## config.mk

```make
export PLATFORM = sky130hd
export DESIGN_NAME = ssbc_system_regs
export DESIGN_NICKNAME = d
export VERILOG_FILES = /design/src/verilog/ssbc_pkg.sv /design/src/verilog/ssbc_delay_timer.sv /design/src/verilog/ssbc_system_regs.sv
export SDC_FILE = /design/constraint.sdc
export NUM_CORES = 1
export LEC_CHECK = 0
export BUFFER_PORTS_ARGS = -buffer_cell sky130_fd_sc_hd__buf_2
export CORE_UTILIZATION = 43
export DETAILED_ROUTE_END_ITERATION = 16
export GPL_TIMING_DRIVEN = 0
export HOLD_SLACK_MARGIN = 0.1
export PLACE_DENSITY = 0.68
export SLEW_MARGIN = 20
export SYNTH_ARGS = -nofsm -noshare
export SYNTH_HDL_FRONTEND = slang
export SYNTH_SLANG_ARGS = --single-unit
```

## constraint.sdc

```tcl
create_clock -name clk_i -period 2.3 [get_ports clk_i]
set_input_delay 0.23 -clock clk_i [delete_from_list [all_inputs] [get_ports clk_i]]
set_output_delay 0.23 -clock clk_i [all_outputs]
set_load 0.03 [all_outputs]
```

## src/verilog/ssbc_pkg.sv

```systemverilog
package ssbc_pkg;
  // Register offsets (word addresses on the host port)
  localparam logic [7:0] SYSTEM_FAULT_STATUS_OFS = 8'h0C;
  localparam logic [7:0] SYSTEM_INTERRUPT_MASK_OFS = 8'h0D;
  localparam logic [7:0] BOOT_STRAP_HIGH_OFS = 8'h14;
  localparam logic [7:0] BOOT_STRAP_LOW_OFS = 8'h15;
  localparam logic [7:0] RESET_CAUSE_OFS = 8'h16;
  localparam logic [7:0] ENTRY_ADDRESS_HIGH_OFS = 8'h18;
  localparam logic [7:0] ENTRY_ADDRESS_LOW_OFS = 8'h19;
  localparam logic [7:0] SOFTWARE_FLAGS_OFS = 8'h1A;
  localparam logic [7:0] BOOT_STATUS_OFS = 8'h1B;

  // Field positions shared by status and mask
  localparam int EVENT_DELAY_BIT = 15;
  localparam int OVERFLOW_BIT = 14;
  localparam int WATCHDOG_BIT = 13;
  localparam int PLL_FAIL_BIT = 12;
  localparam int HIGHWAY_A_FAIL_BIT = 11;
  localparam int HIGHWAY_B_FAIL_BIT = 10;
  localparam int SW_FLAG_MSB = 9;
  localparam int SW_FLAG_COUNT = 10;

  // Strap pin positions inside the high strap word
  localparam int STRAP_SLOW_SPEED_BIT = 15;
  localparam int STRAP_SKIP_CLOCK_WAIT_BIT = 14;
  localparam int STRAP_SELFTEST_OFF_BIT = 13;
  localparam int STRAP_DEBUG_BIT = 12;
  localparam int STRAP_UART_BIT = 11;
  localparam int STRAP_MESSAGES_BIT = 10;

  // Reset values
  localparam logic [15:0] SYSTEM_INTERRUPT_MASK_RST = 16'h7FFF;
  localparam logic [2:0] CLOCK_FAIL_RST = 3'h7;
  localparam logic [SW_FLAG_COUNT-1:0] SW_FLAGS_RST = 10'h000;

  // Strap settle time before sampling
  localparam int CLK_FREQ_KHZ = 10000;
  localparam int STRAP_SETTLE_US = 200;
  localparam int STRAP_SETTLE_CYCLES = (STRAP_SETTLE_US * CLK_FREQ_KHZ + 999) / 1000;

  typedef enum logic [2:0] {
    SSBC_SETTLE = 3'b000,
    SSBC_PLL = 3'b001,
    SSBC_CLOCK_WAIT = 3'b010,
    SSBC_SELFTEST = 3'b011,
    SSBC_DEBUG = 3'b100,
    SSBC_DONE = 3'b101
  } ssbc_boot_e;
endpackage

```

## src/verilog/ssbc_delay_timer.sv

```systemverilog
`timescale 1ns/10ps
module ssbc_delay_timer #(
  parameter int COUNT = 2000,
  parameter int WIDTH = 12
) (
  input wire logic clk_i,
  input wire logic rst_n_i,
  input wire logic start_i,
  output logic expired_o
);
  logic [WIDTH-1:0] remaining;
  logic running;

  always_ff @(posedge clk_i or negedge rst_n_i) begin
    if (!rst_n_i) begin
      remaining <= '0;
      running <= 1'b0;
    end else if (start_i) begin
      remaining <= WIDTH'(COUNT - 1);
      running <= 1'b1;
    end else if (running && remaining != '0) begin
      remaining <= remaining - 1'b1;
    end else begin
      running <= 1'b0;
    end
  end

  assign expired_o = running && (remaining == '0);
endmodule

```

## src/verilog/ssbc_system_regs.sv

```systemverilog
`timescale 1ns/10ps
module ssbc_system_regs #(
  parameter int SETTLE_CYCLES = ssbc_pkg::STRAP_SETTLE_CYCLES
) (
  input wire logic clk_i,
  input wire logic rst_n_i,
  input wire logic [7:0] reg_addr_i,
  input wire logic [15:0] reg_wdata_i,
  input wire logic reg_write_i,
  input wire logic reg_read_i,
  output logic [15:0] reg_rdata_o,
  input wire logic interrupt_indication_read_i,
  input wire logic event_discard_i,
  input wire logic queue1_pending_i,
  input wire logic queue23_pending_i,
  input wire logic watchdog_output_pin_i,
  input wire logic system_reset_i,
  input wire logic pll_clock_fail_i,
  input wire logic highway_a_clock_fail_i,
  input wire logic highway_b_clock_fail_i,
  input wire logic [31:0] gpio_i,
  input wire logic [3:0] reset_cause_bits_i,
  input wire logic selftest_done_i,
  input wire logic debug_release_i,
  output logic host_interrupt_n_o,
  output logic low_queue_release_o,
  output logic system_interrupt_o,
  output logic core_hold_o,
  output logic pll_max_speed_o,
  output logic selftest_start_o,
  output logic debug_mode_o,
  output logic uart_cli_enable_o,
  output logic gpio_messages_enable_o,
  output logic [31:0] program_entry_address_o
);
  import ssbc_pkg::*;

  logic event_overflow_flag;
  logic watchdog_expired_flag;
  logic [2:0] clock_fail;
  logic [SW_FLAG_COUNT-1:0] software_system_flags;
  logic [SW_FLAG_COUNT-1:0] sw_flag_changed;
  logic [15:0] system_interrupt_mask;
  logic [15:0] boot_strap_high;
  logic [15:0] boot_strap_low;
  logic [3:0] reset_cause;
  logic [15:0] entry_address_high;
  logic [15:0] entry_address_low;
  logic watchdog_pin_prev;
  logic low_queue_armed;
  logic strap_taken;
  logic settle_start;
  logic settle_expired;
  ssbc_boot_e boot_state;
  ssbc_boot_e next_boot_state;
  logic [15:0] fault_status;
  logic [15:0] irq_sources;
  logic wr_mask;
  logic rd_status;
  logic status_read_clear_ovl;
  logic status_read_clear_wdt;
  logic ind_read_clear_ovl;
  logic ind_read_clear_wdt;

  function automatic logic hit(input logic strobe, input logic [7:0] addr,
                               input logic [7:0] ofs);
    hit = strobe && (addr == ofs);
  endfunction

  assign wr_mask = hit(reg_write_i, reg_addr_i, SYSTEM_INTERRUPT_MASK_OFS);
  assign rd_status = hit(reg_read_i, reg_addr_i, SYSTEM_FAULT_STATUS_OFS);

  always_comb begin
    fault_status = 16'h0000;
    fault_status[OVERFLOW_BIT] = event_overflow_flag;
    fault_status[WATCHDOG_BIT] = watchdog_expired_flag;
    fault_status[PLL_FAIL_BIT] = clock_fail[2];
    fault_status[HIGHWAY_A_FAIL_BIT] = clock_fail[1];
    fault_status[HIGHWAY_B_FAIL_BIT] = clock_fail[0];
    fault_status[SW_FLAG_MSB:0] = software_system_flags;
  end

  // clear source depends on mask state
  assign status_read_clear_ovl = rd_status && system_interrupt_mask[OVERFLOW_BIT];
  assign status_read_clear_wdt = rd_status && system_interrupt_mask[WATCHDOG_BIT];
  assign ind_read_clear_ovl = interrupt_indication_read_i
                              && !system_interrupt_mask[OVERFLOW_BIT];
  assign ind_read_clear_wdt = interrupt_indication_read_i
                              && !system_interrupt_mask[WATCHDOG_BIT];

  // set wins over a simultaneous clear
  always_ff @(posedge clk_i or negedge rst_n_i) begin
    if (!rst_n_i) begin
      event_overflow_flag <= 1'b0;
    end else if (event_discard_i) begin
      event_overflow_flag <= 1'b1;
    end else if (status_read_clear_ovl || ind_read_clear_ovl) begin
      event_overflow_flag <= 1'b0;
    end
  end

  // falling pin edge that did not reset the system
  always_ff @(posedge clk_i or negedge rst_n_i) begin
    if (!rst_n_i) begin
      watchdog_pin_prev <= 1'b1;
      watchdog_expired_flag <= 1'b0;
    end else begin
      watchdog_pin_prev <= watchdog_output_pin_i;
      if (watchdog_pin_prev && !watchdog_output_pin_i && !system_reset_i) begin
        watchdog_expired_flag <= 1'b1;
      end else if (status_read_clear_wdt || ind_read_clear_wdt) begin
        watchdog_expired_flag <= 1'b0;
      end
    end
  end

  // failure indicators read failed until the first sample
  always_ff @(posedge clk_i or negedge rst_n_i) begin
    if (!rst_n_i) begin
      clock_fail <= CLOCK_FAIL_RST;
    end else begin
      clock_fail <= {pll_clock_fail_i, highway_a_clock_fail_i, highway_b_clock_fail_i};
    end
  end

  // software flags written by firmware, edges latched
  always_ff @(posedge clk_i or negedge rst_n_i) begin
    if (!rst_n_i) begin
      software_system_flags <= SW_FLAGS_RST;
      sw_flag_changed <= '0;
    end else begin
      if (hit(reg_write_i, reg_addr_i, SOFTWARE_FLAGS_OFS)) begin
        software_system_flags <= reg_wdata_i[SW_FLAG_MSB:0];
        // New transitions win over the clear below
        sw_flag_changed <= sw_flag_changed
                           | (software_system_flags ^ reg_wdata_i[SW_FLAG_MSB:0]);
      end else if (interrupt_indication_read_i) begin
        sw_flag_changed <= '0;
      end
    end
  end

  // all mask bits reset masked, defer bit clear
  always_ff @(posedge clk_i or negedge rst_n_i) begin
    if (!rst_n_i) begin
      system_interrupt_mask <= SYSTEM_INTERRUPT_MASK_RST;
    end else if (wr_mask) begin
      system_interrupt_mask <= reg_wdata_i;
    end
  end

  // same bit positions in status and mask
  always_comb begin
    irq_sources = fault_status;
    irq_sources[EVENT_DELAY_BIT] = 1'b0;
    irq_sources[SW_FLAG_MSB:0] = sw_flag_changed;
  end

  assign system_interrupt_o = |(irq_sources & ~system_interrupt_mask);

  // arming by a system or queue-one interrupt
  always_ff @(posedge clk_i or negedge rst_n_i) begin
    if (!rst_n_i) begin
      low_queue_armed <= 1'b0;
    end else if (system_interrupt_o || queue1_pending_i) begin
      low_queue_armed <= 1'b1;
    end else if (!queue23_pending_i) begin
      low_queue_armed <= 1'b0;
    end
  end

  // defer off lets low queues through directly
  assign low_queue_release_o = !system_interrupt_mask[EVENT_DELAY_BIT]
                               || low_queue_armed || system_interrupt_o
                               || queue1_pending_i;
  assign host_interrupt_n_o = !(system_interrupt_o || queue1_pending_i
                                || (queue23_pending_i && low_queue_release_o));

  ssbc_delay_timer #(
    .COUNT(SETTLE_CYCLES),
    .WIDTH($clog2(SETTLE_CYCLES + 1))
  ) u_settle (
    .clk_i(clk_i),
    .rst_n_i(rst_n_i),
    .start_i(settle_start),
    .expired_o(settle_expired)
  );

  // boot entered on every reset release
  always_ff @(posedge clk_i or negedge rst_n_i) begin
    if (!rst_n_i) begin
      strap_taken <= 1'b0;
      settle_start <= 1'b0;
    end else begin
      settle_start <= !strap_taken;
      strap_taken <= 1'b1;
    end
  end

  // wait out the settle time before the straps
  always_comb begin
    next_boot_state = boot_state;
    unique case (boot_state)
      SSBC_SETTLE: begin
        if (settle_expired) begin
          next_boot_state = SSBC_PLL;
        end
      end
      SSBC_PLL: begin
        next_boot_state = SSBC_CLOCK_WAIT;
      end
      // hold for a good clock unless skipped
      SSBC_CLOCK_WAIT: begin
        if (boot_strap_high[STRAP_SKIP_CLOCK_WAIT_BIT] || !clock_fail[2]) begin
          next_boot_state = SSBC_SELFTEST;
        end
      end
      SSBC_SELFTEST: begin
        if (boot_strap_high[STRAP_SELFTEST_OFF_BIT] || selftest_done_i) begin
          next_boot_state = SSBC_DEBUG;
        end
      end
      // debug stop only with strap high
      SSBC_DEBUG: begin
        if (!boot_strap_high[STRAP_DEBUG_BIT] || debug_release_i) begin
          next_boot_state = SSBC_DONE;
        end
      end
      SSBC_DONE: begin
        next_boot_state = SSBC_DONE;
      end
      default: begin
        next_boot_state = SSBC_SETTLE;
      end
    endcase
  end

  always_ff @(posedge clk_i or negedge rst_n_i) begin
    if (!rst_n_i) begin
      boot_state <= SSBC_SETTLE;
    end else begin
      boot_state <= next_boot_state;
    end
  end

  // pins sampled once the settle time is over
  always_ff @(posedge clk_i or negedge rst_n_i) begin
    if (!rst_n_i) begin
      boot_strap_high <= 16'h0000;
      boot_strap_low <= 16'h0000;
    end else if (boot_state == SSBC_SETTLE && settle_expired) begin
      boot_strap_high <= gpio_i[31:16];
      boot_strap_low <= gpio_i[15:0];
    end else begin
      if (hit(reg_write_i, reg_addr_i, BOOT_STRAP_HIGH_OFS)) begin
        boot_strap_high <= reg_wdata_i;
      end
      if (hit(reg_write_i, reg_addr_i, BOOT_STRAP_LOW_OFS)) begin
        boot_strap_low <= reg_wdata_i;
      end
    end
  end

  // cause nibble taken when boot starts
  always_ff @(posedge clk_i or negedge rst_n_i) begin
    if (!rst_n_i) begin
      reset_cause <= 4'h0;
    end else if (!strap_taken) begin
      reset_cause <= reset_cause_bits_i;
    end
  end

  // host-written entry address, held for launch
  always_ff @(posedge clk_i or negedge rst_n_i) begin
    if (!rst_n_i) begin
      entry_address_high <= 16'h0000;
      entry_address_low <= 16'h0000;
    end else begin
      if (hit(reg_write_i, reg_addr_i, ENTRY_ADDRESS_HIGH_OFS)) begin
        entry_address_high <= reg_wdata_i;
      end
      if (hit(reg_write_i, reg_addr_i, ENTRY_ADDRESS_LOW_OFS)) begin
        entry_address_low <= reg_wdata_i;
      end
    end
  end

  assign program_entry_address_o = {entry_address_high, entry_address_low};

  // Boot outputs registered so they never glitch
  always_ff @(posedge clk_i or negedge rst_n_i) begin
    if (!rst_n_i) begin
      core_hold_o <= 1'b1;
      pll_max_speed_o <= 1'b0;
      selftest_start_o <= 1'b0;
      debug_mode_o <= 1'b0;
      uart_cli_enable_o <= 1'b0;
      gpio_messages_enable_o <= 1'b0;
    end else begin
      // core released only at the end
      core_hold_o <= (next_boot_state != SSBC_DONE);
      // maximum PLL only when strap is low
      if (boot_state == SSBC_PLL) begin
        pll_max_speed_o <= !boot_strap_high[STRAP_SLOW_SPEED_BIT];
      end
      selftest_start_o <= (boot_state == SSBC_CLOCK_WAIT)
                          && (next_boot_state == SSBC_SELFTEST)
                          && !boot_strap_high[STRAP_SELFTEST_OFF_BIT];
      debug_mode_o <= (next_boot_state == SSBC_DEBUG)
                      && boot_strap_high[STRAP_DEBUG_BIT];
      // console and messages only while booting
      uart_cli_enable_o <= (boot_state != SSBC_SETTLE) && (next_boot_state != SSBC_DONE)
                           && boot_strap_high[STRAP_UART_BIT];
      gpio_messages_enable_o <= (boot_state != SSBC_SETTLE)
                                && (next_boot_state != SSBC_DONE)
                                && boot_strap_high[STRAP_MESSAGES_BIT];
    end
  end

  // Read data one cycle after the strobe; unmapped reads zero
  always_ff @(posedge clk_i or negedge rst_n_i) begin
    if (!rst_n_i) begin
      reg_rdata_o <= 16'h0000;
    end else if (reg_read_i) begin
      unique case (reg_addr_i)
        SYSTEM_FAULT_STATUS_OFS: reg_rdata_o <= fault_status;
        SYSTEM_INTERRUPT_MASK_OFS: reg_rdata_o <= system_interrupt_mask;
        BOOT_STRAP_HIGH_OFS: reg_rdata_o <= boot_strap_high;
        BOOT_STRAP_LOW_OFS: reg_rdata_o <= boot_strap_low;
        RESET_CAUSE_OFS: reg_rdata_o <= {12'h000, reset_cause};
        ENTRY_ADDRESS_HIGH_OFS: reg_rdata_o <= entry_address_high;
        ENTRY_ADDRESS_LOW_OFS: reg_rdata_o <= entry_address_low;
        SOFTWARE_FLAGS_OFS: reg_rdata_o <= {6'h00, software_system_flags};
        BOOT_STATUS_OFS: reg_rdata_o <= {13'h0000, boot_state};
        default: reg_rdata_o <= 16'h0000;
      endcase
    end else begin
      reg_rdata_o <= 16'h0000;
    end
  end
endmodule

```

## Word-level counts from Yosys, hierarchy flattened

Index checks and enable logic that the tools add are counted.

| cells by class | value |
|---|---|
| multiplexer cells | 23 |
| bitwise logic cells | 4 |
| add/sub/neg operators | 1 |
| eq/ne operators | 19 |
| reduce and logical (&&, ||, !) cells | 55 |

Operator list:

| operator | number |
|---|---|
| $pmux W16 S9 | 1 |
| $mux W16 | 5 |
| $eq A8 B5 Y1 const B | 7 |
| $logic_and A1 B1 Y1 | 23 |
| $mux W11 | 2 |
| $mux W10 | 2 |
| $pmux W3 S6 | 1 |
| $and A15 B16 Y16 | 1 |
| $eq A8 B4 Y1 const B | 2 |
| $not A16 Y16 | 1 |
| $reduce_or A16 Y1 | 1 |
| $mux W3 | 4 |
| $reduce_bool A2 Y1 | 6 |
| $logic_not A1 Y1 | 11 |
| $logic_not A11 Y1 | 1 |
| $reduce_bool A11 Y1 | 1 |
| $sub A11 B1 Y11 const B | 1 |
| $logic_or A1 B1 Y1 | 10 |
| $or A10 B10 Y10 | 1 |
| $xor A10 B10 Y10 | 1 |
| $eq A3 B2 Y1 const B | 3 |
| $eq A3 B3 Y1 const B | 3 |
| $mux W1 | 8 |
| $eq A3 B1 Y1 const B | 1 |
| other kinds (5) | 5 |

| storage, ports and cells | value |
|---|---|
| flip-flop bits (word level) | 150 |
| output and inout bits | 57 |

## Longest topological paths before layout

Gate-level depths: netlist (run 1).

| logic depth | value |
|---|---|
| depth in word-level cells | 8 |
| mapped depth | 8 |

## Modules after synthesis

From an unflattened synthesis (run 1), not the netlist that was laid out.

| unflattened totals | value |
|---|---|
| cell total of the unflattened synthesis | 651 |
| area, all modules | 7,382.1 um^2 |

Modules (own cells, without submodules):

| module | times used | cells an instance | sequential area each (um^2) | area an instance (um^2) |
|---|---|---|---|---|
| ssbc_system_regs | 1 | 589 | 3,478.3 | 6,723.9 |
| ssbc_delay_timer | 1 | 62 | 300.3 | 658.1 |

## Worst setup path before layout (run 1)

OpenSTA, ideal clock, no wires.

| path | value |
|---|---|
| kind | flip-flop to output port |
| start | reg system_interrupt_mask[6] |
| end | out host_interrupt_n_o |
| arrival | 2,072 ps |
| setup slack | -2 ps |
| stages on the path, launching flop included | 4 |
| cell sequence | dfstp_2 > o22ai_1 > nor4_1 > nor4bb_1 |

| on the way | value |
|---|---|
| cells in the longest elaborated chain, start to end | 8 |
| elaborated cells on any way between the ends | 9 |
| those cells by class | bitwise: 2; reduce/logical: 7 |

RTL lines:

| item | line | RTL |
|---|---|---|
| from (decl) | ssbc_system_regs.sv:43 | `logic [15:0] system_interrupt_mask;` |
| from (signal assigned) | ssbc_system_regs.sv:148 | `system_interrupt_mask <= reg_wdata_i;` |
| $not A16 Y16 * | ssbc_system_regs.sv:159 | `assign system_interrupt_o = \|(irq_sources & ~system_interrupt_mask);` |
| $and A15 B16 Y16 * | ssbc_system_regs.sv:159 |  |
| $reduce_or A16 Y1 * | ssbc_system_regs.sv:159 |  |
| $logic_or A1 B1 Y1 | ssbc_system_regs.sv:174 | `\|\| low_queue_armed \|\| system_interrupt_o` |
| $logic_or A1 B1 Y1 | ssbc_system_regs.sv:175 | `\|\| queue1_pending_i;` |
| $logic_and A1 B1 Y1 | ssbc_system_regs.sv:177 | `\|\| (queue23_pending_i && low_queue_release_o));` |
| $logic_or A1 B1 Y1 * | ssbc_system_regs.sv:177 |  |
| $logic_not A1 Y1 * | ssbc_system_regs.sv:176 | `assign host_interrupt_n_o = !(system_interrupt_o \|\| queue1_pending_i` |
| to (decl) | ssbc_system_regs.sv:25 | `output logic host_interrupt_n_o,` |

Mark *: on every way between the ends. The rest lies on a longest branch, timed or not.

## Worst setup path after layout (run 1)

| path | value |
|---|---|
| start | reg system_interrupt_mask[13] |
| end | out host_interrupt_n_o |

The elaborated chain is that of the path after synthesis.

==> results.md, run 1 <==
- Largest net degree at the start of global routing: 100
- Worst Setup SP: system_interrupt_mask[13]
- Area growth syn-to-layout: 29.57%
- Final hold vios: 0
- Hold Path Class: in -> reg
- Top cell type's share of synthesized area: 0.4429
- Maximum fanout along the worst path: 4
- Post-DR wirelength/cell: 20.13 µm
- Most frequent cell after synthesis: dfrtp_1
- # IOs: 132
- Final Cycle Share: 0.9691
- Leakage: 4.368 nW
- Synth area leader: dfrtp_1
- Fill cells: roughly 1,400
- Initial drt markers: about 560
- Routed wire length: ~22 mm
- TritonCTS clock tree: yes
- Seq/Total Area, Yosys: 0.5145
- Largest cells by area after synthesis: dfrtp_1 44%, mux2_2 10%, dfstp_2 7.2%, mux2i_1 5.7%, nor2_1 3.1%
- First-pass GRT wire length: 34.25 mm
- DR pass1 iterations: 5
- Least-Margin Pin Slew: 0.9727 ns
- Skew-Pair Late Insertion Delay: 0.43 ns
- Outcome: completed
- Final non-filler cell total: 1,092
- Hold Path End: core_hold_o
- #FFs+latches synth: 150
- Pre-CTS WS: -0.4635 ns
- Initial Utilization: 0.4413
- Clock Skews: approximately 0.0070 ns
- Initial antenna violation count: 0
- Max-cap violations: 0
- Commonest cells in the netlist: 130 x dfrtp_1, 68 x mux2_2, 60 x nor2_1
- Routability cong.: ~0.92
- Layout cell share with drive strength beyond 1: 0.3280
- Vias in the first global route: 6,046
- Via Count: just over 6,000
- Post-synth EDFFs: 0
- RSZ-0062 raised after global routing: no
- Drt drc: 0
- Hold WS: between 0.1 and 0.15 ns
- Die area: around 18,000 µm²
- Slew HR: 0.3501
- Worst R2R Setup Slack: 0.18 ns
- Setup TNS: 0 ns
- Most used DFF post-synth: dfrtp_1
- Final nets: 936
- Pwr dens: 734.9 nW/µm²
- Die height: roughly 130 µm
- Syn_nets: 740
- CP max stage delay: 0.55 ns
- Hold_sp: debug_release_i
- Worst hold path depth: 3
- Hpwl dp: 16.12 mm
- Sequential standard cell area: approximately 3800 µm²
- Clock transition at path regs: 0.06 ns
- Die Wd: 132.7 µm
- Post-route ant nets: 0
- Core Area: 16,640 µm²
- CP delay by family, top: simple AND/OR/NAND/NOR gates
- Pwr Total: 6.994 mW
- CTS Root Cell: clkbuf_16
- R2R cell count: 8
- Clock Sinks: 150
- Reg-to-Reg End: boot_strap_high[14]
- Crit path depth: 5
- Clock tree buffer depth: 2
- # rows: 47
- Crit path buf inv count: 1
- Critical Path Sink Type: primary output
- Distinct cell type count after synthesis: 63
- Kind of critical path: reg -> out
- Htree depth: 4
- Slowest stage cell on the critical path: dfstp_2
- Slew Limit Fails: 0
- Multi-input logic area: around 3400 µm²
- Gr ovfl total: 0
- Async set-reset flop share out of synthesis: 1.000
- Cts bufs inserted: 17
- Worst vdd ir: 0.5679 mV
- FMAX: 448.6 MHz
- Synth Instances: about 660
- Final critical-path required period: 2.229 ns
- Dpl cells: approximately 1,000
- ANT cells: 0
- Setup ws final: 0.07106 ns
- Vias per inst: 5.614
- CP Cell Sequence: nand2b_4, o2111ai_4, nor3_4, nor4bb_2, buf_4
- Startpoint types: flop
- WP data required: 2.07 ns
- YS warnings: 0
- Mean Syn Cell Area: between 10 and 15 µm²
- IO buf count: 130
- Critical R2R Launch: u_settle.remaining[0]
- Post-Syn Area: 7345 µm²
- Overall global routing resource usage: 0.2608
- Endpoints failing setup: 0
- Crit path arrival time: 2.00 ns
==> what timing repair did <==
action / in CTS / in global routing
gates resized for setup: 6 / 17
endpoints found under the hold margin: 94 / 0
pin swaps: 1 / 4
setup buffers: 0 / 1
hold buffers: 45 / 0
setup endpoints to repair: 44 / 28
==> state kept, by name, indices dropped and copies added, names as in the netlist, 3 cells and up <==
register,flops
boot_state,3
entry_address_high,16
reg_rdata_o,16
software_system_flags,10
entry_address_low,16
reset_cause,4
boot_strap_high,16
system_interrupt_mask,16
clock_fail,3
boot_strap_low,16
u_settle.remaining,11
sw_flag_changed,10
==> layout make-up <==
class,instances,share of cell area
clock buffers,19,0.04654
repair buffers,177,0.1207
multi-input cells,448,0.3551
well taps,220,0.02892
inverters,29,0.01144
flip-flops and latches,150,0.3971
plain buffers,36,0.01893
clock inverters,13,0.02130
==> cells in the final DEF, fill, tap and decap left out, drive strengths merged, types with 13 or more instances in the layout <==
master         n
nand2         19
mux2          68
inv           30
nor2          62
dfstp         20
nand2b        14
o21ai         14
mux2i         42
clkbuf        44
a21oi         40
dfrtp        130
o22ai         15
dlygate4sd3   45
buf          143
nor3          13
==> metal layers <==
metal | global-route usage | up-vias | share of wire
met5 | 0 | - | 0
met4 | 0.09387 | 0 | 0.021
met3 | 0.04674 | 38 | 0.067
met2 | 0.4237 | 272 | 0.48
met1 | 0.3497 | 3004 | 0.43
li1 | - | 2817 | -
==> power by group <==
part / internal [mW] / switching (mW) / total [mW]
clock: 1.95 / 1.11 / 3.06
combinational: 0.382 / 0.552 / 0.934
sequential: 2.83 / 0.168 / 3.00
==> worst register-to-register path, cell delays in order (launching register included) <==
cell and delay, ns:
dfrtp_1 0.43, inv_1 0.13, ha_1 0.18, nor4b_4 0.29
nand4_1 0.20, clkbuf_2 0.26, clkbuf_2 0.26, nor2_1 0.18
a21oi_1 0.06
==> per-stage QoR <==
stage	instance area (µm²)	utilization
finish	9517	0.5718
floorplan	7351	-
global route	9517	0.5718
CTS	9440	0.5673
detailed placement	8314	0.4996
global placement	8277	0.4973
==> worst max path at each step <==
stage	endpoint	slack, ns
global route	host_interrupt_n_o	0.002
floorplan	host_interrupt_n_o	0.28
CTS	host_interrupt_n_o	0.03
global placement	sw_flag_changed[2]	-1.19
detailed placement	entry_address_low[12]	-0.46
finish	host_interrupt_n_o	0.07
==> cells by family after synthesis <==
group	synth area share
compound gates	0.1266
xor+xnor	0.01789
fa+ha+maj	0.003407
buf+inv	0.03850
flops	0.5145
mux	0.1615
other cells	0.0005106
simple gates	0.1371
Note: power is estimated with default switching activity, not from simulation.
==> run 2: changes to the inputs <==
--- a/config.mk
+++ b/config.mk
@@ -14,4 +14,5 @@
 export SLEW_MARGIN = 20
 export SYNTH_ARGS = -nofsm -noshare
 export SYNTH_HDL_FRONTEND = slang
+export SYNTH_HIERARCHICAL = 1
 export SYNTH_SLANG_ARGS = --single-unit
==> run 2 against run 1 <==
- via count up 1.0%
- clock power down 8.2%
- critical path type is now reg -> reg
- non-clock buffer count up 15
- hold slack lost 0.036 ns
- clock skew grew 0.0046 ns
- utilization up 1.4 points
- power decreased by 5.2%
- worst setup slack got worse by 0.037 ns
==> results.md, run 2 <==
- Commonest cells after routing, fill and taps aside: 137 x buf_2, 129 x dfrtp_1, 64 x mux2_2
- Cts bufs inserted: 17 (unchanged)
- Final nets: 937 (+0.11%)
- Skew-Pair Late Insertion Delay: 0.43 ns (about the same)
- First-pass GRT wire length: 35.11 mm (+2.5%)
- Clock tree buffer depth: 2 (unchanged)
- Routability cong.: 0.8909 (-3.7%)
- #FFs+latches synth: 150 (unchanged)
- Final non-filler cell total: 1,094 (+0.18%)
- Commonest cells in the netlist: 130 x dfrtp_1, 64 x mux2_2, 54 x nand2_1
- Post-synth EDFFs: 0 (unchanged)
- Core Area: 16,700 µm² (+0.35%)
- Die area: 17,700 µm² (+0.51%)
- Dpl cells: 1,003 (-1.1%)
- CTS Root Cell: clkbuf_16
- Maximum fanout along the worst path: 7 (+3)
- Area growth syn-to-layout: 32.53%
- Mean Syn Cell Area: 11.34 µm² (+2.4%)
- TritonCTS clock tree: yes
- Via Count: 6,195 (+1.0%)
- Top cell type's share of synthesized area: 0.4407 (-0.002252)
- Largest net degree at the start of global routing: 96 (-4.0%)
- Startpoint types: flop
- WP data required: 2.65 ns (+0.58 ns)
- Post-route ant nets: 0 (unchanged)
- Least-Margin Pin Slew: 0.8637 ns (-0.1090 ns)
- Distinct cell type count after synthesis: 79 (+25%)
- Initial Utilization: 0.4420 (+0.0006936)
- FMAX: 441.4 MHz (-1.6%)
- Final Cycle Share: 0.9851 (+0.01596)
- RSZ-0062 raised after global routing: yes
- Die Wd: 133.0 µm (+0.25%)
- # IOs: 132 (unchanged)
- Crit path arrival time: 2.62 ns (+0.62 ns)
- Post-Syn Area: 7382 µm² (+0.51%)
- Final hold vios: 0 (unchanged)
- CP max stage delay: 0.58 ns (+0.03 ns)
- ANT cells: 0 (unchanged)
- Leakage: 4.588 nW (+5.0%)
- Slowest stage cell on the critical path: or4_4
- Initial drt markers: 495 (-11%)
- Critical Path Sink Type: flop
- DR pass1 iterations: 5 (unchanged)
- Htree depth: 4 (unchanged)
- Async set-reset flop share out of synthesis: 1.000 (unchanged)
- Synth area leader: dfrtp_1
- Syn_nets: 727 (-1.8%)
- Vias in the first global route: 6,038 (-0.13%)
- Overall global routing resource usage: 0.2687 (+0.007941)
- Pwr dens: 677.6 nW/µm² (-7.8%)
- Vias per inst: 5.663 (+0.86%)
- Fill cells: 1,436 (-0.35%)
- Slew HR: 0.4211 (+0.07092)
- Endpoints failing setup: 0 (unchanged)
- Most used DFF post-synth: dfrtp_1
- Seq/Total Area, Yosys: 0.5119 (-0.002616)
- Die height: 133.0 µm (+0.25%)
- IO buf count: 131 (+0.77%)
- Outcome: completed
- Clock Skews: 0.01150 ns (+0.004551 ns)
- Kind of critical path: reg -> reg
- Hpwl dp: 15.66 mm (-2.8%)
- Clock Sinks: 150 (unchanged)
- YS warnings: 6 (+6)
- Routed wire length: 23.23 mm (+5.6%)
- Final cell utilization of the core: 0.5858 (+0.01394)
- Max-cap violations: 0 (unchanged)
- Most frequent cell after synthesis: dfrtp_1
- Layout cell share with drive strength beyond 1: 0.3856 (+0.05760)
- Gr ovfl total: 0 (unchanged)
- Setup TNS: 0 ns (unchanged)
- Initial antenna violation count: 0 (unchanged)
- Clock transition at path regs: 0.06 ns (about the same)
- Drt drc: 0 (unchanged)
- Synth Instances: 651 (-1.8%)
- Commonest non-fill, non-tap cell in the layout: buf_2
- Hold Path Class: in -> reg
- CP Cell Sequence: or4_4, nor3_4, nor4b_4, buf_6, a41oi_4, clkbuf_16, o21ai_0
- Worst vdd ir: 0.5195 mV (-8.5%)
- Slew Limit Fails: 0 (unchanged)
- Post-DR wirelength/cell: 21.23 µm (+5.5%)
- Final critical-path required period: 2.266 ns (+0.03670 ns)
- Largest cells by area after synthesis: dfrtp_1 44%, mux2_2 9.8%, dfstp_2 7.1%, mux2i_1 4.6%, o21ai_0 2.9%
- # rows: 47 (unchanged)
## run 2: cell count changes after synthesis, sizes merged, moves of 8 or more
cell   change
inv       -10
o21ai     +29
nor2      -41
mux2i      -8
nand3     +10
a21oi     -29
o22ai      -8
nand2     +35
## run 2: kinds of logic (layout without fill, tap and decap cells)
| family | count (synthesis) | count (layout) | synth area share |
|---|---|---|---|
| simple gates | 190 | 190 | 0.1444 |
| flops | 150 | 150 | 0.5119 |
| compound gates | 131 | 131 | 0.1258 |
| mux | 108 | 108 | 0.1641 |
| buf+inv | 56 | 279 | 0.03508 |
| xor+xnor | 14 | 14 | 0.01661 |
| fa+ha+maj | 1 | 1 | 0.001695 |
| other cells | 1 | 1 | 0.0005080 |
## run 2: cell type report
class,instances,area [µm²],share of cell area
repair buffers,192,1290,0.1319
multi-input cells,445,3528,0.3607
clock inverters,13,145.1,0.01484
well taps,220,275.3,0.02814
clock buffers,19,442.9,0.04527
plain buffers,36,250.2,0.02558
inverters,19,71.32,0.007290
flip-flops and latches,150,3780,0.3864
## run 2: repair_timing
item	in CTS	in global routing
endpoints found under the hold margin	95	3
setup endpoints to repair	35	35
resized for setup	39	41
pin swaps	3	7
gates cloned	3	1
hold buffers	40	3
buffers inserted	4	9
## run 2: through the flow
| step | power, mW | instance area, µm² | hold WS [ns] | setup slack (ns) |
|---|---|---|---|---|
| finish | 6.629 | 9783 | 0.09623 | 0.03436 |
| global route | 6.850 | 9783 | 0.1028 | -0.06061 |
| CTS | 6.630 | 9577 | 0.1033 | 0.007319 |
| detailed placement | 3.768 | 8359 | 0.1730 | -0.6549 |
| global placement | 3.745 | 8322 | 0.3379 | -1.202 |
| floorplan | 3.405 | 7391 | -0.06559 | 0.005761 |
## run 2: worst max-delay path, delay by kind of cell, from the launching register on
kind                   cells  cell delay (ns)
buffers and inverters      2             0.48
AO/OA/AOI/OAI              2             0.24
flip-flops                 1             0.42
AND/OR/NAND/NOR            3             1.02
## run 2: power by group
group          total [mW]  switching [mW]  internal (mW)
logic               0.916           0.548          0.367
clock network        2.81            1.17           1.64
registers            2.91           0.103           2.80
total                6.63            1.82           4.81
## run 2: final timing paths
check                                           start                        to  slack (ns)  cells past startpoint
max in group asynchronous                     rst_n_i  system_interrupt_mask[3]        1.15                      3
worst min register to register     boot_strap_low[14]        boot_strap_low[14]        0.49                      2
worst max register to register  u_settle/remaining[4]         boot_strap_low[8]        0.03                      7
worst max-delay path            u_settle/remaining[4]         boot_strap_low[8]        0.03                      7
min in group asynchronous                     rst_n_i     u_settle/remaining[2]        0.30                      2
worst min-delay path                       gpio_i[13]        boot_strap_low[13]         0.1                      3
## run 2: per-layer routing
metal  vias up  GRT usage  routed length (µm)
met1      3058     0.3647               10060
met5         -          0                   0
met3        41    0.05900                1706
met4         0    0.09579                 608
li1       2812          -                   -
met2       284     0.4226               10850
==> run 3: changes to the inputs <==
--- a/config.mk
+++ b/config.mk
@@ -11,6 +11,8 @@
 export GPL_TIMING_DRIVEN = 0
 export HOLD_SLACK_MARGIN = 0.1
 export PLACE_DENSITY = 0.68
+export RECOVER_POWER = 50
+export REMOVE_ABC_BUFFERS = 1
 export SLEW_MARGIN = 20
 export SYNTH_ARGS = -nofsm -noshare
 export SYNTH_HDL_FRONTEND = slang
==> run 3 against run 2 <==
- clock-buffer cell count increased by 5
- routed wire length decreased by 3.8%
- largest power group unchanged
- first-iteration DRC count increased by 1.2%
- final cell count decreased by 2.0%
- critical endpoint is now host_interrupt_n_o
- critical path depth decreased by 1
- fmax decreased by 0.33%
- sequential power increased by 2%
- sequential share of layout area increased by 0.32 points
==> results.md, run 3 (synthesized netlist as in run 2, its figures left out) <==
- Outcome: completed
- CP Cell Sequence: nand2b_4, o2111ai_4, a211oi_2, buf_4, nor4bb_4, buf_4
- Max-cap violations: 0 (unchanged)
- Area growth syn-to-layout: 31.44%
- Critical Path Sink Type: primary output
- Fin area: 9703 µm² (-0.82%)
- Htree depth: 4 (unchanged)
- Drt drc: 0 (unchanged)
- Most frequent cell on the critical path: buf_4
- Vias per inst: 5.837 (+3.1%)
- Clock transition at path regs: 0.06 ns (about the same)
- Startpoint types: flop
- Final non-filler cell total: 1,072 (-2.0%)
- Final nets: 915 (-2.3%)
- Overall global routing resource usage: 0.2639 (-0.004770)
- Crit path arrival time: 2.04 ns (-0.58 ns)
- Final hold vios: 0 (unchanged)
- Pwr dens: 692.8 nW/µm² (+2.3%)
- Routed wire length: 22.33 mm (-3.8%)
- Largest net degree at the start of global routing: 92 (-4.2%)
- Die area: 17,700 µm² (unchanged)
- Die Wd: 133.0 µm (unchanged)
- WL met1: 9.403 mm (-6.5%)
- Vias in the first global route: 6,422 (+6.4%)
- Worst vdd ir: 0.5168 mV (-0.51%)
- Placed standard-cell area: 8295 µm² (-0.76%)
- Kind of critical path: reg -> out
- Routed wl met3: 1.717 mm (+0.64%)
- # IOs: 132 (unchanged)
- Commonest cells after routing, fill and taps aside: 129 x dfrtp_1, 86 x buf_2, 63 x mux2_2
- Via Count: 6,257 (+1.0%)
- Clock Skews: 0.006548 ns (-0.004954 ns)
- Routability cong.: 0.8286 (-7.0%)
- Layout cell share with drive strength beyond 1: 0.3439 (-0.04169)
- TritonCTS clock tree: yes
- Slowest stage cell on the critical path: dfstp_2
- Initial Utilization: 0.4420 (unchanged)
- Hpwl dp: 14.39 mm (-8.2%)
- Dpl cells: 976 (-2.7%)
- Slew HR: 0.1499 (-0.2712)
- First-pass GRT wire length: 35.54 mm (+1.2%)
- Skew-Pair Late Insertion Delay: 0.43 ns (about the same)
- Core Area: 16,700 µm² (unchanged)
- Final critical-path required period: 2.273 ns (+0.007526 ns)
- FMAX: 439.9 MHz (-0.33%)
- Die height: 133.0 µm (unchanged)
- RSZ-0062 raised after global routing: yes
- DR pass1 iterations: 5 (unchanged)
- Cts bufs inserted: 17 (unchanged)
- Initial drt markers: 501 (+1.2%)
- Leakage: 4.380 nW (-4.5%)
- Gr ovfl total: 0 (unchanged)
- Maximum fanout along the worst path: 2 (-5)
- # rows: 47 (unchanged)
- CTS Root Cell: clkbuf_16
- Endpoints failing setup: 0 (unchanged)
- Clock Sinks: 150 (unchanged)
- Commonest non-fill, non-tap cell in the layout: dfrtp_1
- Clock tree buffer depth: 2 (unchanged)
- Least-Margin Pin Slew: 1.275 ns (+0.4114 ns)
- CP max stage delay: 0.53 ns (-0.05 ns)
- Initial antenna violation count: 0 (unchanged)
- Post-route ant nets: 0 (unchanged)
- Uppermost layer routed: met4
- WP data required: 2.07 ns (-0.58 ns)
- ANT cells: 0 (unchanged)
- WL met2: 10.86 mm (+0.11%)
- Hold WS: 0.1066 ns (+0.01032 ns)
- Post-DR wirelength/cell: 20.83 µm (-1.9%)
- Slew Limit Fails: 0 (unchanged)
- Final Cycle Share: 0.9883 (+0.003272)
- Hold Path Class: in -> reg
- IO buf count: 131 (unchanged)
==> run 3: power by group <==
part           internal [mW]  leakage, nW  total [mW]  switching (mW)
Sequential              2.80         1.93        2.98           0.180
Clock                   1.85        0.302        2.93            1.08
Combinational          0.336         2.15       0.810           0.475
Total                   4.98         4.38        6.72            1.74
==> run 3: final cells by class <==
| class | instances | area (µm²) |
|---|---|---|
| sequential | 150 | 3780 |
| clock inverter | 8 | 120.1 |
| tap | 220 | 275.3 |
| fill | 1424 | 6998 |
| multi-input combinational | 446 | 3581 |
| timing repair buffer | 205 | 1374 |
| clock buffer | 24 | 501.7 |
| inverter | 19 | 71.32 |
==> run 3: path summary, 6_finish.rpt <==
check / startpoint / to / slack, ns / cells after the start
hold reg to reg: pll_max_speed_o / pll_max_speed_o / 0.50 / 2
max in group asynchronous: rst_n_i / u_settle/remaining[4] / 0.48 / 3
min in group asynchronous: rst_n_i / boot_strap_high[11] / 0.65 / 2
setup reg to reg: u_settle/remaining[7] / boot_strap_low[15] / 0.03 / 8
setup / recovery: system_interrupt_mask[9] / host_interrupt_n_o / 0.03 / 6
hold / removal: gpio_i[9] / boot_strap_low[9] / 0.11 / 3
==> run 3: metal layers <==
layer  GRT usage  up-vias
met5           0        -
li1            -     2780
met1      0.3539     3148
met3     0.04981       36
met4     0.08621        0
met2      0.4305      293
==> run 3: critical path: cells and delay by family (launching register included) <==
family                 cells  cell delay [ns]
DFF                        1             0.53
and+or+nand+nor            2             0.40
buffers and inverters      2             0.37
AOI/OAI and AO/OA          2             0.30
==> run 3: timing repair <==
action,4_1_cts,5_1_grt
gates cloned,5,0
hold buffers,40,0
endpoints found under the setup margin,62,39
resized for setup,56,18
pin swaps,14,11
hold endpoints to repair,116,0
setup buffers,16,6
==> run 3: per-stage QoR <==
step / setup slack [ns] / util / TNS (ns) / power [mW]
finish: 0.02683 / 0.5810 / 0 / 6.723
global route: -0.05119 / 0.5810 / -0.1693 / 6.961
global placement: -11.88 / 0.4865 / -491.18 / 3.689
floorplan: -5.756 / - / -159.68 / 3.370
CTS: -0.04546 / 0.5802 / -0.4385 / 6.748
detailed placement: -0.9194 / 0.4967 / -53.26 / 3.747
